`src/hw/i2c_ctrl_pkg.sv`:
```
// Constants and types for the control-channel I2C configuration block
package i2c_ctrl_pkg;

    // ------------------------------------------------------------------
    // Register offsets
    // ------------------------------------------------------------------
    localparam logic [7:0] ADDR_HOST_CFG = 8'h05;
    localparam logic [7:0] ADDR_DESER = 8'h06;
    localparam logic [7:0] ADDR_PHYS = 8'h07;
    localparam logic [7:0] ADDR_ALIAS = 8'h08;

    // ------------------------------------------------------------------
    // Field positions
    // ------------------------------------------------------------------
    localparam int CFG_DLY_LSB = 3;
    localparam int CFG_BLOCK_BIT = 2;
    localparam int CFG_FAST_BIT = 1;
    localparam int CFG_WD_OFF_BIT = 0;
    localparam int DESER_HOLD_BIT = 0;
    localparam int ADDR7_LSB = 1;

    // ------------------------------------------------------------------
    // Reset values
    // ------------------------------------------------------------------
    localparam logic [4:0] CFG_RST = 5'h00;
    localparam logic [6:0] DESER_ADDR_RST = 7'h00;
    localparam logic HOLD_RST = 1'b0;
    localparam logic [7:0] PHYS_RST = 8'h00;
    localparam logic [6:0] ALIAS_RST = 7'h00;

    // ------------------------------------------------------------------
    // Timing
    // ------------------------------------------------------------------
    localparam int CLK_PERIOD_NS = 40;
    localparam int SDA_DLY_BASE_NS = 200;
    localparam int SDA_DLY_STEP_NS = 40;
    localparam int SDA_DLY_BASE_CYC = (SDA_DLY_BASE_NS + CLK_PERIOD_NS - 1) / CLK_PERIOD_NS;
    localparam int SDA_DLY_STEP_CYC = (SDA_DLY_STEP_NS + CLK_PERIOD_NS - 1) / CLK_PERIOD_NS;
    localparam int SDA_DLY_MAX_CYC = SDA_DLY_BASE_CYC + 3 * SDA_DLY_STEP_CYC;
    localparam int WD_FAST_US = 50;
    localparam int WD_FAST_CYC = WD_FAST_US * 1000 / CLK_PERIOD_NS;
    localparam int WD_SLOW_S = 1;
    localparam int WD_SLOW_CYC_DEF = WD_SLOW_S * 1000000000 / CLK_PERIOD_NS;
    localparam int CLR_HALF_NS = 5000;
    localparam int CLR_HALF_CYC = CLR_HALF_NS / CLK_PERIOD_NS;
    localparam int CLR_PULSES = 9;
    localparam int NUM_PORTS = 2;

    typedef enum logic [1:0] {WD_WATCH, WD_CLR_LOW, WD_CLR_HIGH} wd_state_t;

endpackage : i2c_ctrl_pkg

```
`src/hw/i2c_ctrl_channel_addr_map.sv`:
```
// Control-channel I2C configuration: SDA delay, write block, watchdog, address map
`timescale 1ns/1ps
module i2c_ctrl_channel_addr_map
    import i2c_ctrl_pkg::*;
#(
    parameter int unsigned WD_SLOW_CYC = WD_SLOW_CYC_DEF
) (
    input wire logic sys_clk_i,
    input wire logic reset_n_i,
    input wire logic [7:0] reg_addr_i,
    input wire logic [7:0] reg_wdata_i,
    input wire logic reg_wr_i,
    input wire logic reg_rd_i,
    input wire logic reg_remote_i,
    input wire logic second_port_select_i,
    output logic [7:0] reg_rdata_o,
    output logic reg_wr_reject_o,
    input wire logic [NUM_PORTS-1:0] rx_lock_i,
    input wire logic [NUM_PORTS-1:0] cc_id_valid_i,
    input wire logic [6:0] cc_id_i,
    input wire logic txn_valid_i,
    input wire logic [7:0] txn_addr_i,
    output logic fwd_valid_o,
    output logic [7:0] fwd_addr_o,
    output logic fwd_port_o,
    output logic fwd_alias_o,
    output logic txn_miss_o,
    input wire logic sda_drv_i,
    input wire logic scl_i,
    input wire logic sda_i,
    output logic sda_o,
    output logic sda_oe_o,
    output logic scl_o,
    output logic scl_oe_o,
    output logic bus_free_o
);

    function automatic logic addr_match(input logic [6:0] cfg, input logic [6:0] a);
        return (cfg != 7'h00) && (cfg == a);
    endfunction : addr_match

    // ------------------------------------------------------------------
    // Register file
    // ------------------------------------------------------------------
    logic [4:0] cfg_q;
    logic [6:0] des_addr_q [NUM_PORTS];
    logic hold_q [NUM_PORTS];
    logic [7:0] phys_q [NUM_PORTS];
    logic [6:0] alias_q [NUM_PORTS];
    logic [7:0] rdata_q;
    logic reject_q;
    logic [1:0] sda_dly_code;
    logic block_remote_reg_writes;
    logic bus_watchdog_fast;
    logic wd_off;
    logic remote_blocked;
    logic wr_ok;
    logic sel;
    logic [7:0] rdata_d;

    assign sda_dly_code = cfg_q[CFG_DLY_LSB+1:CFG_DLY_LSB];
    assign block_remote_reg_writes = cfg_q[CFG_BLOCK_BIT];
    assign bus_watchdog_fast = cfg_q[CFG_FAST_BIT];
    assign wd_off = cfg_q[CFG_WD_OFF_BIT];
    assign sel = second_port_select_i;
    // Only register writes are gated; the forwarding path never looks at this bit
    assign remote_blocked = reg_wr_i && reg_remote_i && block_remote_reg_writes;
    assign wr_ok = reg_wr_i && !remote_blocked;

    always_ff @(posedge sys_clk_i or negedge reset_n_i) begin
        if (!reset_n_i) begin
            cfg_q <= CFG_RST;
            rdata_q <= 8'h00;
            reject_q <= 1'b0;
        end else begin
            if (wr_ok && reg_addr_i == ADDR_HOST_CFG) begin
                cfg_q <= reg_wdata_i[4:0];
            end
            rdata_q <= reg_rd_i ? rdata_d : rdata_q;
            reject_q <= remote_blocked;
        end
    end

    genvar p;
    generate
        for (p = 0; p < NUM_PORTS; p++) begin : g_port
            logic port_wr;
            logic sw_id_wr;
            logic auto_load;
            assign port_wr = wr_ok && (sel == 1'(p));
            assign sw_id_wr = port_wr && reg_addr_i == ADDR_DESER;
            // Software write wins over a same-cycle auto-load
            assign auto_load = cc_id_valid_i[p] && rx_lock_i[p] && !hold_q[p]
                && !sw_id_wr;
            always_ff @(posedge sys_clk_i or negedge reset_n_i) begin
                if (!reset_n_i) begin
                    des_addr_q[p] <= DESER_ADDR_RST;
                    hold_q[p] <= HOLD_RST;
                    phys_q[p] <= PHYS_RST;
                    alias_q[p] <= ALIAS_RST;
                end else begin
                    if (sw_id_wr) begin
                        des_addr_q[p] <= reg_wdata_i[7:ADDR7_LSB];
                        hold_q[p] <= reg_wdata_i[DESER_HOLD_BIT];
                    end else if (auto_load) begin
                        des_addr_q[p] <= cc_id_i;
                    end
                    if (port_wr && reg_addr_i == ADDR_PHYS) begin
                        phys_q[p] <= reg_wdata_i;
                    end
                    if (port_wr && reg_addr_i == ADDR_ALIAS) begin
                        alias_q[p] <= reg_wdata_i[7:ADDR7_LSB];
                    end
                end
            end
        end
    endgenerate

    always_comb begin
        rdata_d = 8'h00;
        unique case (reg_addr_i)
            ADDR_HOST_CFG: rdata_d = {3'h0, cfg_q};
            ADDR_DESER: rdata_d = {des_addr_q[sel], hold_q[sel]};
            ADDR_PHYS: rdata_d = phys_q[sel];
            ADDR_ALIAS: rdata_d = {alias_q[sel], 1'b0};
            default: rdata_d = 8'h00;
        endcase
    end

    assign reg_rdata_o = rdata_q;
    assign reg_wr_reject_o = reject_q;

    // ------------------------------------------------------------------
    // Address decode and remap
    // ------------------------------------------------------------------
    logic [NUM_PORTS-1:0] des_hit;
    logic [NUM_PORTS-1:0] alias_hit;
    logic [7:0] fwd_addr_q;
    logic fwd_valid_q, fwd_port_q, fwd_alias_q, miss_q, any_hit;

    generate
        for (p = 0; p < NUM_PORTS; p++) begin : g_dec
            assign des_hit[p] = addr_match(des_addr_q[p], txn_addr_i[7:ADDR7_LSB]);
            assign alias_hit[p] = addr_match(alias_q[p], txn_addr_i[7:ADDR7_LSB]);
        end
    endgenerate
    assign any_hit = |des_hit || |alias_hit;

    // Deserializer match takes priority over an alias, port 0 over port 1
    always_ff @(posedge sys_clk_i or negedge reset_n_i) begin
        if (!reset_n_i) begin
            fwd_valid_q <= 1'b0;
            fwd_addr_q <= 8'h00;
            fwd_port_q <= 1'b0;
            fwd_alias_q <= 1'b0;
            miss_q <= 1'b0;
        end else begin
            fwd_valid_q <= txn_valid_i && any_hit;
            miss_q <= txn_valid_i && !any_hit;
            if (txn_valid_i && |des_hit) begin
                fwd_addr_q <= txn_addr_i;
                fwd_port_q <= !des_hit[0];
                fwd_alias_q <= 1'b0;
            end else if (txn_valid_i && |alias_hit) begin
                fwd_port_q <= !alias_hit[0];
                fwd_addr_q <= {phys_q[!alias_hit[0]][7:ADDR7_LSB], txn_addr_i[0]};
                fwd_alias_q <= 1'b1;
            end
        end
    end

    assign fwd_valid_o = fwd_valid_q;
    assign fwd_addr_o = fwd_addr_q;
    assign fwd_port_o = fwd_port_q;
    assign fwd_alias_o = fwd_alias_q;
    assign txn_miss_o = miss_q;

    // ------------------------------------------------------------------
    // SDA output delay
    // ------------------------------------------------------------------
    // Fixed-depth tap line keeps the delay exact for every code
    logic [SDA_DLY_MAX_CYC-1:0] sda_sh_q;
    logic [2:0] sda_tap;
    assign sda_tap = 3'(SDA_DLY_BASE_CYC - 1) + {1'b0, sda_dly_code};

    always_ff @(posedge sys_clk_i or negedge reset_n_i) begin
        if (!reset_n_i) begin
            sda_sh_q <= '0;
        end else begin
            sda_sh_q <= {sda_sh_q[SDA_DLY_MAX_CYC-2:0], sda_drv_i};
        end
    end

    assign sda_o = 1'b0;
    assign sda_oe_o = sda_sh_q[sda_tap];

    // ------------------------------------------------------------------
    // Bus watchdog and bus clear
    // ------------------------------------------------------------------
    wd_state_t wd_state_q;
    logic [24:0] wd_cnt_q;
    logic [24:0] wd_limit;
    logic [7:0] half_cnt_q;
    logic [3:0] pulses_q;
    logic scl_prev_q, sda_prev_q, free_q;
    logic activity, expire, half_done;

    assign wd_limit = bus_watchdog_fast ? 25'(WD_FAST_CYC) : 25'(WD_SLOW_CYC);
    assign activity = (scl_i != scl_prev_q) || (sda_i != sda_prev_q);
    assign expire = (wd_state_q == WD_WATCH) && !wd_off && !activity
        && (wd_cnt_q == wd_limit - 25'd1);
    assign half_done = half_cnt_q == 8'(CLR_HALF_CYC - 1);

    always_ff @(posedge sys_clk_i or negedge reset_n_i) begin
        if (!reset_n_i) begin
            wd_state_q <= WD_WATCH;
            wd_cnt_q <= '0;
            half_cnt_q <= '0;
            pulses_q <= '0;
            scl_prev_q <= 1'b1;
            sda_prev_q <= 1'b1;
            free_q <= 1'b0;
        end else begin
            scl_prev_q <= scl_i;
            sda_prev_q <= sda_i;
            free_q <= expire && sda_i;
            if (wd_off || activity || expire || wd_state_q != WD_WATCH) begin
                wd_cnt_q <= '0;
            end else begin
                wd_cnt_q <= wd_cnt_q + 25'd1;
            end
            half_cnt_q <= (wd_state_q == WD_WATCH || half_done) ? 8'h00 : half_cnt_q + 8'h01;
            unique case (wd_state_q)
                WD_WATCH: begin
                    pulses_q <= '0;
                    if (expire && !sda_i) begin
                        wd_state_q <= WD_CLR_LOW;
                    end
                end
                WD_CLR_LOW: begin
                    if (wd_off) begin
                        wd_state_q <= WD_WATCH;
                    end else if (half_done) begin
                        wd_state_q <= WD_CLR_HIGH;
                    end
                end
                WD_CLR_HIGH: begin
                    if (wd_off) begin
                        wd_state_q <= WD_WATCH;
                    end else if (half_done) begin
                        pulses_q <= pulses_q + 4'd1;
                        wd_state_q <= (pulses_q == 4'(CLR_PULSES - 1)) ? WD_WATCH : WD_CLR_LOW;
                    end
                end
                default: wd_state_q <= WD_WATCH;
            endcase
        end
    end

    assign scl_o = 1'b0;
    assign scl_oe_o = wd_state_q == WD_CLR_LOW;
    assign bus_free_o = free_q;

    // ------------------------------------------------------------------
    // Assertions
    // ------------------------------------------------------------------
    logic [3:0] up_cnt_q;
    always_ff @(posedge sys_clk_i or negedge reset_n_i) begin
        if (!reset_n_i) begin
            up_cnt_q <= '0;
        end else if (up_cnt_q != 4'hf) begin
            up_cnt_q <= up_cnt_q + 4'd1;
        end
    end
endmodule : i2c_ctrl_channel_addr_map

```
`config.mk`:
```
export PLATFORM = sky130hd
export DESIGN_NAME = i2c_ctrl_channel_addr_map
export DESIGN_NICKNAME = d
export VERILOG_FILES = /design/src/hw/i2c_ctrl_pkg.sv /design/src/hw/i2c_ctrl_channel_addr_map.sv
export SDC_FILE = /design/constraint.sdc
export NUM_CORES = 1
export LEC_CHECK = 0
export BUFFER_PORTS_ARGS = -buffer_cell sky130_fd_sc_hd__buf_2
export CORE_ASPECT_RATIO = 1.1
export CORE_MARGIN = 5
export CORE_UTILIZATION = 53
export CTS_CLUSTER_DIAMETER = 200
export DETAILED_ROUTE_END_ITERATION = 6
export MAX_ROUTING_LAYER = met4
export PLACE_DENSITY_LB_ADDON = 0.08
export SETUP_SLACK_MARGIN = 0.02
export SLEW_MARGIN = 20
export SYNTH_ARGS = -nofsm -noshare
export SYNTH_HDL_FRONTEND = slang
export SYNTH_SLANG_ARGS = --single-unit
export TNS_END_PERCENT = 5
```
`constraint.sdc`:
```
create_clock -name sys_clk_i -period 1.8 [get_ports sys_clk_i]
set_input_delay 0.18 -clock sys_clk_i [delete_from_list [all_inputs] [get_ports sys_clk_i]]
set_output_delay 0.18 -clock sys_clk_i [all_outputs]
set_load 0.02 [all_outputs]
```
==> results_dict.tcl <==
set metrics [dict create \
    power_density_nw_per_um2 937.1 \
    n_antenna_cell 0 \
    holdPathStages 2 \
    fin_nets 776 \
    ant_nets 0 \
    mostFrequentLayoutCells "dfrtp_1 (119), buf_4 (80), buf_2 (67), nor2_1 (64), nand2_1 (43)" \
    htree_levels 4 \
    hold_violations 0 \
    ys_warn_count 0 \
    period_needed_ns 1.880 \
    rows 41 \
    place_hpwl_um 11830 \
    fin_worst_skew_ns 0.006517 \
    netSwitchingFraction 0.2702 \
    clockBufferDepth 2 \
    hp-class "primary input to register" \
    rr_worst_depth 8 \
    crit_family "compound AO/OA/AOI/OAI gates" \
    async_reset_ff_frac 1.000 \
    grt_pass1_wl_um 26360 \
    max-slew-margin-rel 0.5854 \
    irDropWorstVdd_mv 0.5941 \
    wl_met2_um 7549 \
    top_layer_used "met4" \
    worstSetupStartpointType "register" \
    drt_pre_antenna_iters 5 \
    cts_made_buffers 17 \
    p_switching_mw 2.065 \
    p_int_mw 5.577 \
    status "finished with violations" \
    p_leak_nw 3.892 \
    setup.worst_path.class "register to register" \
    drive_above_1_share 0.3748 \
    detail_route.iter0.violations 290 \
    drc 0 \
    power_mw 7.642 \
    portBuffers 68 \
    combPwrFrac 0.154 \
    holdPathEnd "hold_q[1]" \
    r2r-end "fwd_addr_o[0]" \
    endpoint_kind "register" \
    path_cells "buf_4, xnor2_2, nand4_1, a2111o_1, buf_6, nand2_4, o21ai_4, mux2_4" \
    max_stage_delay_ns 0.41 \
    reg2reg_slack_ns -0.08 \
    cap_viol_max_count 0 \
    grt_max_degree 50 \
    period_share 1.045 \
    route.vias.total 5058 \
    overflow 0 \
    die_area_um2 13970 \
    rsz0062_at_grt "yes" \
    synth_edf_count 0 \
    dr_wl_met3_um 1322 \
    vias_per_cell 5.690 \
    die_w_um 113.2 \
    cp_slowest_cell "dfrtp_1" \
    fin_ws_ns -0.08045 \
    cts_tree "done" \
    synthCells 569 \
    cts_sinks 122 \
    clock_latency_ns 0.42 \
    cp_max_fo 3 \
    ys_seq_elements 122 \
    avgSynthCellArea_um2 10.90 \
    grt_pass1_vias 5103 \
    tightest_slew_ns 0.6062 \
    wl_per_cell_um 18.23 \
    synth.distinct_cells 67 \
    drt-met1-wl_um 7046 \
    setup_viol 9 \
    hp-start "reg_wdata_i[0]" \
    violations "setup timing" \
    grt_use_total 0.2548 \
    initial_utilization 0.5399 \
    synth-main-ff-cell "dfrtp_1" \
    crit_buf_inv 2 \
    antenna_found_initial 0 \
    crit_arrival_ns 2.19 \
    gp_congestion 0.8984 \
    seqPwrFrac 0.411 \
    root_buffer "clkbuf_16" \
    core_um2 11490 \
    clockPowerShare 0.435 \
    pre_cts_ws_ns -0.1806 \
    syn2layout_area_growth_pct 31.46 \
    clk_pin_slew_ns 0.06 \
    synth_seq_area_share 0.4925 \
    postRouteWirelength_um 16210 \
    cp.required_ns 2.11 \
    clock.fmax_ghz 0.5318 \
    final_max_slew_viol_count 0 \
    boundaryPins 71 \
    die_h_um 123.5 \
    netlist_area_um2 6203 \
    worstReg2RegStart "alias_q[0]" \
    layout_commonest_cell "dfrtp_1" \
]
-- routing by layer --
metal  GRT usage  up-vias
li1            -     2350
met1      0.3395     2497
met2      0.3748      186
met3     0.07000       25
met4     0.09692        0
met5           -        -
-- power groups by stage --
stage | Sequential, mW | Combinational [mW] | Clock (mW)
after CTS | 3.14 | 1.17 | 3.37
after detailed placement | 3.18 | 1.13 | 0
final | 3.14 | 1.17 | 3.32
after global placement | 3.18 | 1.09 | 0
after global routing | 3.17 | 1.28 | 3.49
after floorplan | 3.26 | 0.547 | 0
-- sequential cells by signal, indices dropped and copies added, names as in the netlist --
| register | count |
|---|---|
| wd_cnt_q | 25 |
| phys_q | 16 |
| alias_q | 14 |
| des_addr_q | 14 |
| fwd_addr_o | 8 |
| half_cnt_q | 8 |
| reg_rdata_o | 8 |
| sda_sh_q | 8 |
| cfg_q | 5 |
| pulses_q | 4 |
| hold_q | 2 |
| wd_state_q | 2 |
| bus_free_o | 1 |
| fwd_alias_o | 1 |
| fwd_port_o | 1 |
| fwd_valid_o | 1 |
| reg_wr_reject_o | 1 |
| scl_prev_q | 1 |
| sda_prev_q | 1 |
| txn_miss_o | 1 |
-- metrics by stage --
stage | TNS [ns] | hold WS [ns] | utilization | area, um2 | cells
after global placement | -1.245 | 0.1068 | 0.6345 | 7291 | 845
after CTS | -0.6241 | 0.006867 | 0.7011 | 8056 | 888
after floorplan | -0.06946 | -0.1156 | - | 6220 | 570
after global routing | -3.063 | 0.02141 | 0.7097 | 8155 | 889
final | -0.5061 | 0.02803 | 0.7097 | 8155 | 889
after detailed placement | -2.619 | 0.1104 | 0.6345 | 7291 | 845
-- synthesized netlist by cell type (4+ instances only) --
cell type,instances,area [um2]
mux4_2,6,135.1
a211o_1,4,35.03
nor3_1,4,20.02
a32oi_1,7,61.31
and3_1,9,56.30
mux2_2,40,450.4
xor2_1,26,227.7
inv_1,22,82.58
o221ai_1,7,61.31
dfrtp_1,120,3003
o21ai_0,14,70.07
a221oi_1,10,87.58
nor2_1,65,244.0
xnor2_1,29,254.0
nor4_1,9,56.30
nand2_1,43,161.4
clkbuf_1,10,37.54
a2111o_1,4,45.04
mux2i_1,19,190.2
ha_1,5,62.56
a21oi_1,17,85.08
buf_2,9,45.04
nand4_1,12,75.07
nand3_1,13,65.06
-- area by class of cell --
type / instances / area, um2
Inverter: 22 / 82.58
Multi-Input combinational cell: 398 / 3070
Timing Repair Buffer: 165 / 1179
Fill cell: 842 / 3336
Clock inverter: 12 / 122.6
Sequential cell: 122 / 3057
Tap cell: 150 / 187.7
Clock buffer: 20 / 456.7
-- timing repair --
action,CTS,global route
setup buffers,5,1
hold buffers,6,0
gates resized for setup,19,19
hold endpoints to repair,57,0
pin swaps,12,12
setup endpoints to repair,34,43
-- worst max path at each step --
stage	slack [ns]	endpoint	from	cells past startpoint
global route	-0.21	fwd_addr_o[0]	alias_q[8]	6
floorplan	-0.004	wd_cnt_q[23]	wd_cnt_q[13]	7
CTS	-0.10	fwd_addr_o[0]	alias_q[12]	6
global placement	-0.12	fwd_addr_o[6]	des_addr_q[3]	6
finish	-0.08	fwd_addr_o[0]	alias_q[0]	8
detailed placement	-0.18	fwd_addr_o[2]	des_addr_q[3]	6
-- logic make-up after synthesis --
group           Yosys count  share of synthesized area
simple gates            192                     0.1605
flops                   122                     0.4925
compound gates           77                    0.09056
mux                      67                     0.1293
xor+xnor                 55                    0.07765
buf+inv                  50                    0.03873
fa+ha+maj                 5                    0.01008
other cells               1                  0.0006045
Note: power is estimated with default switching activity, not from simulation.
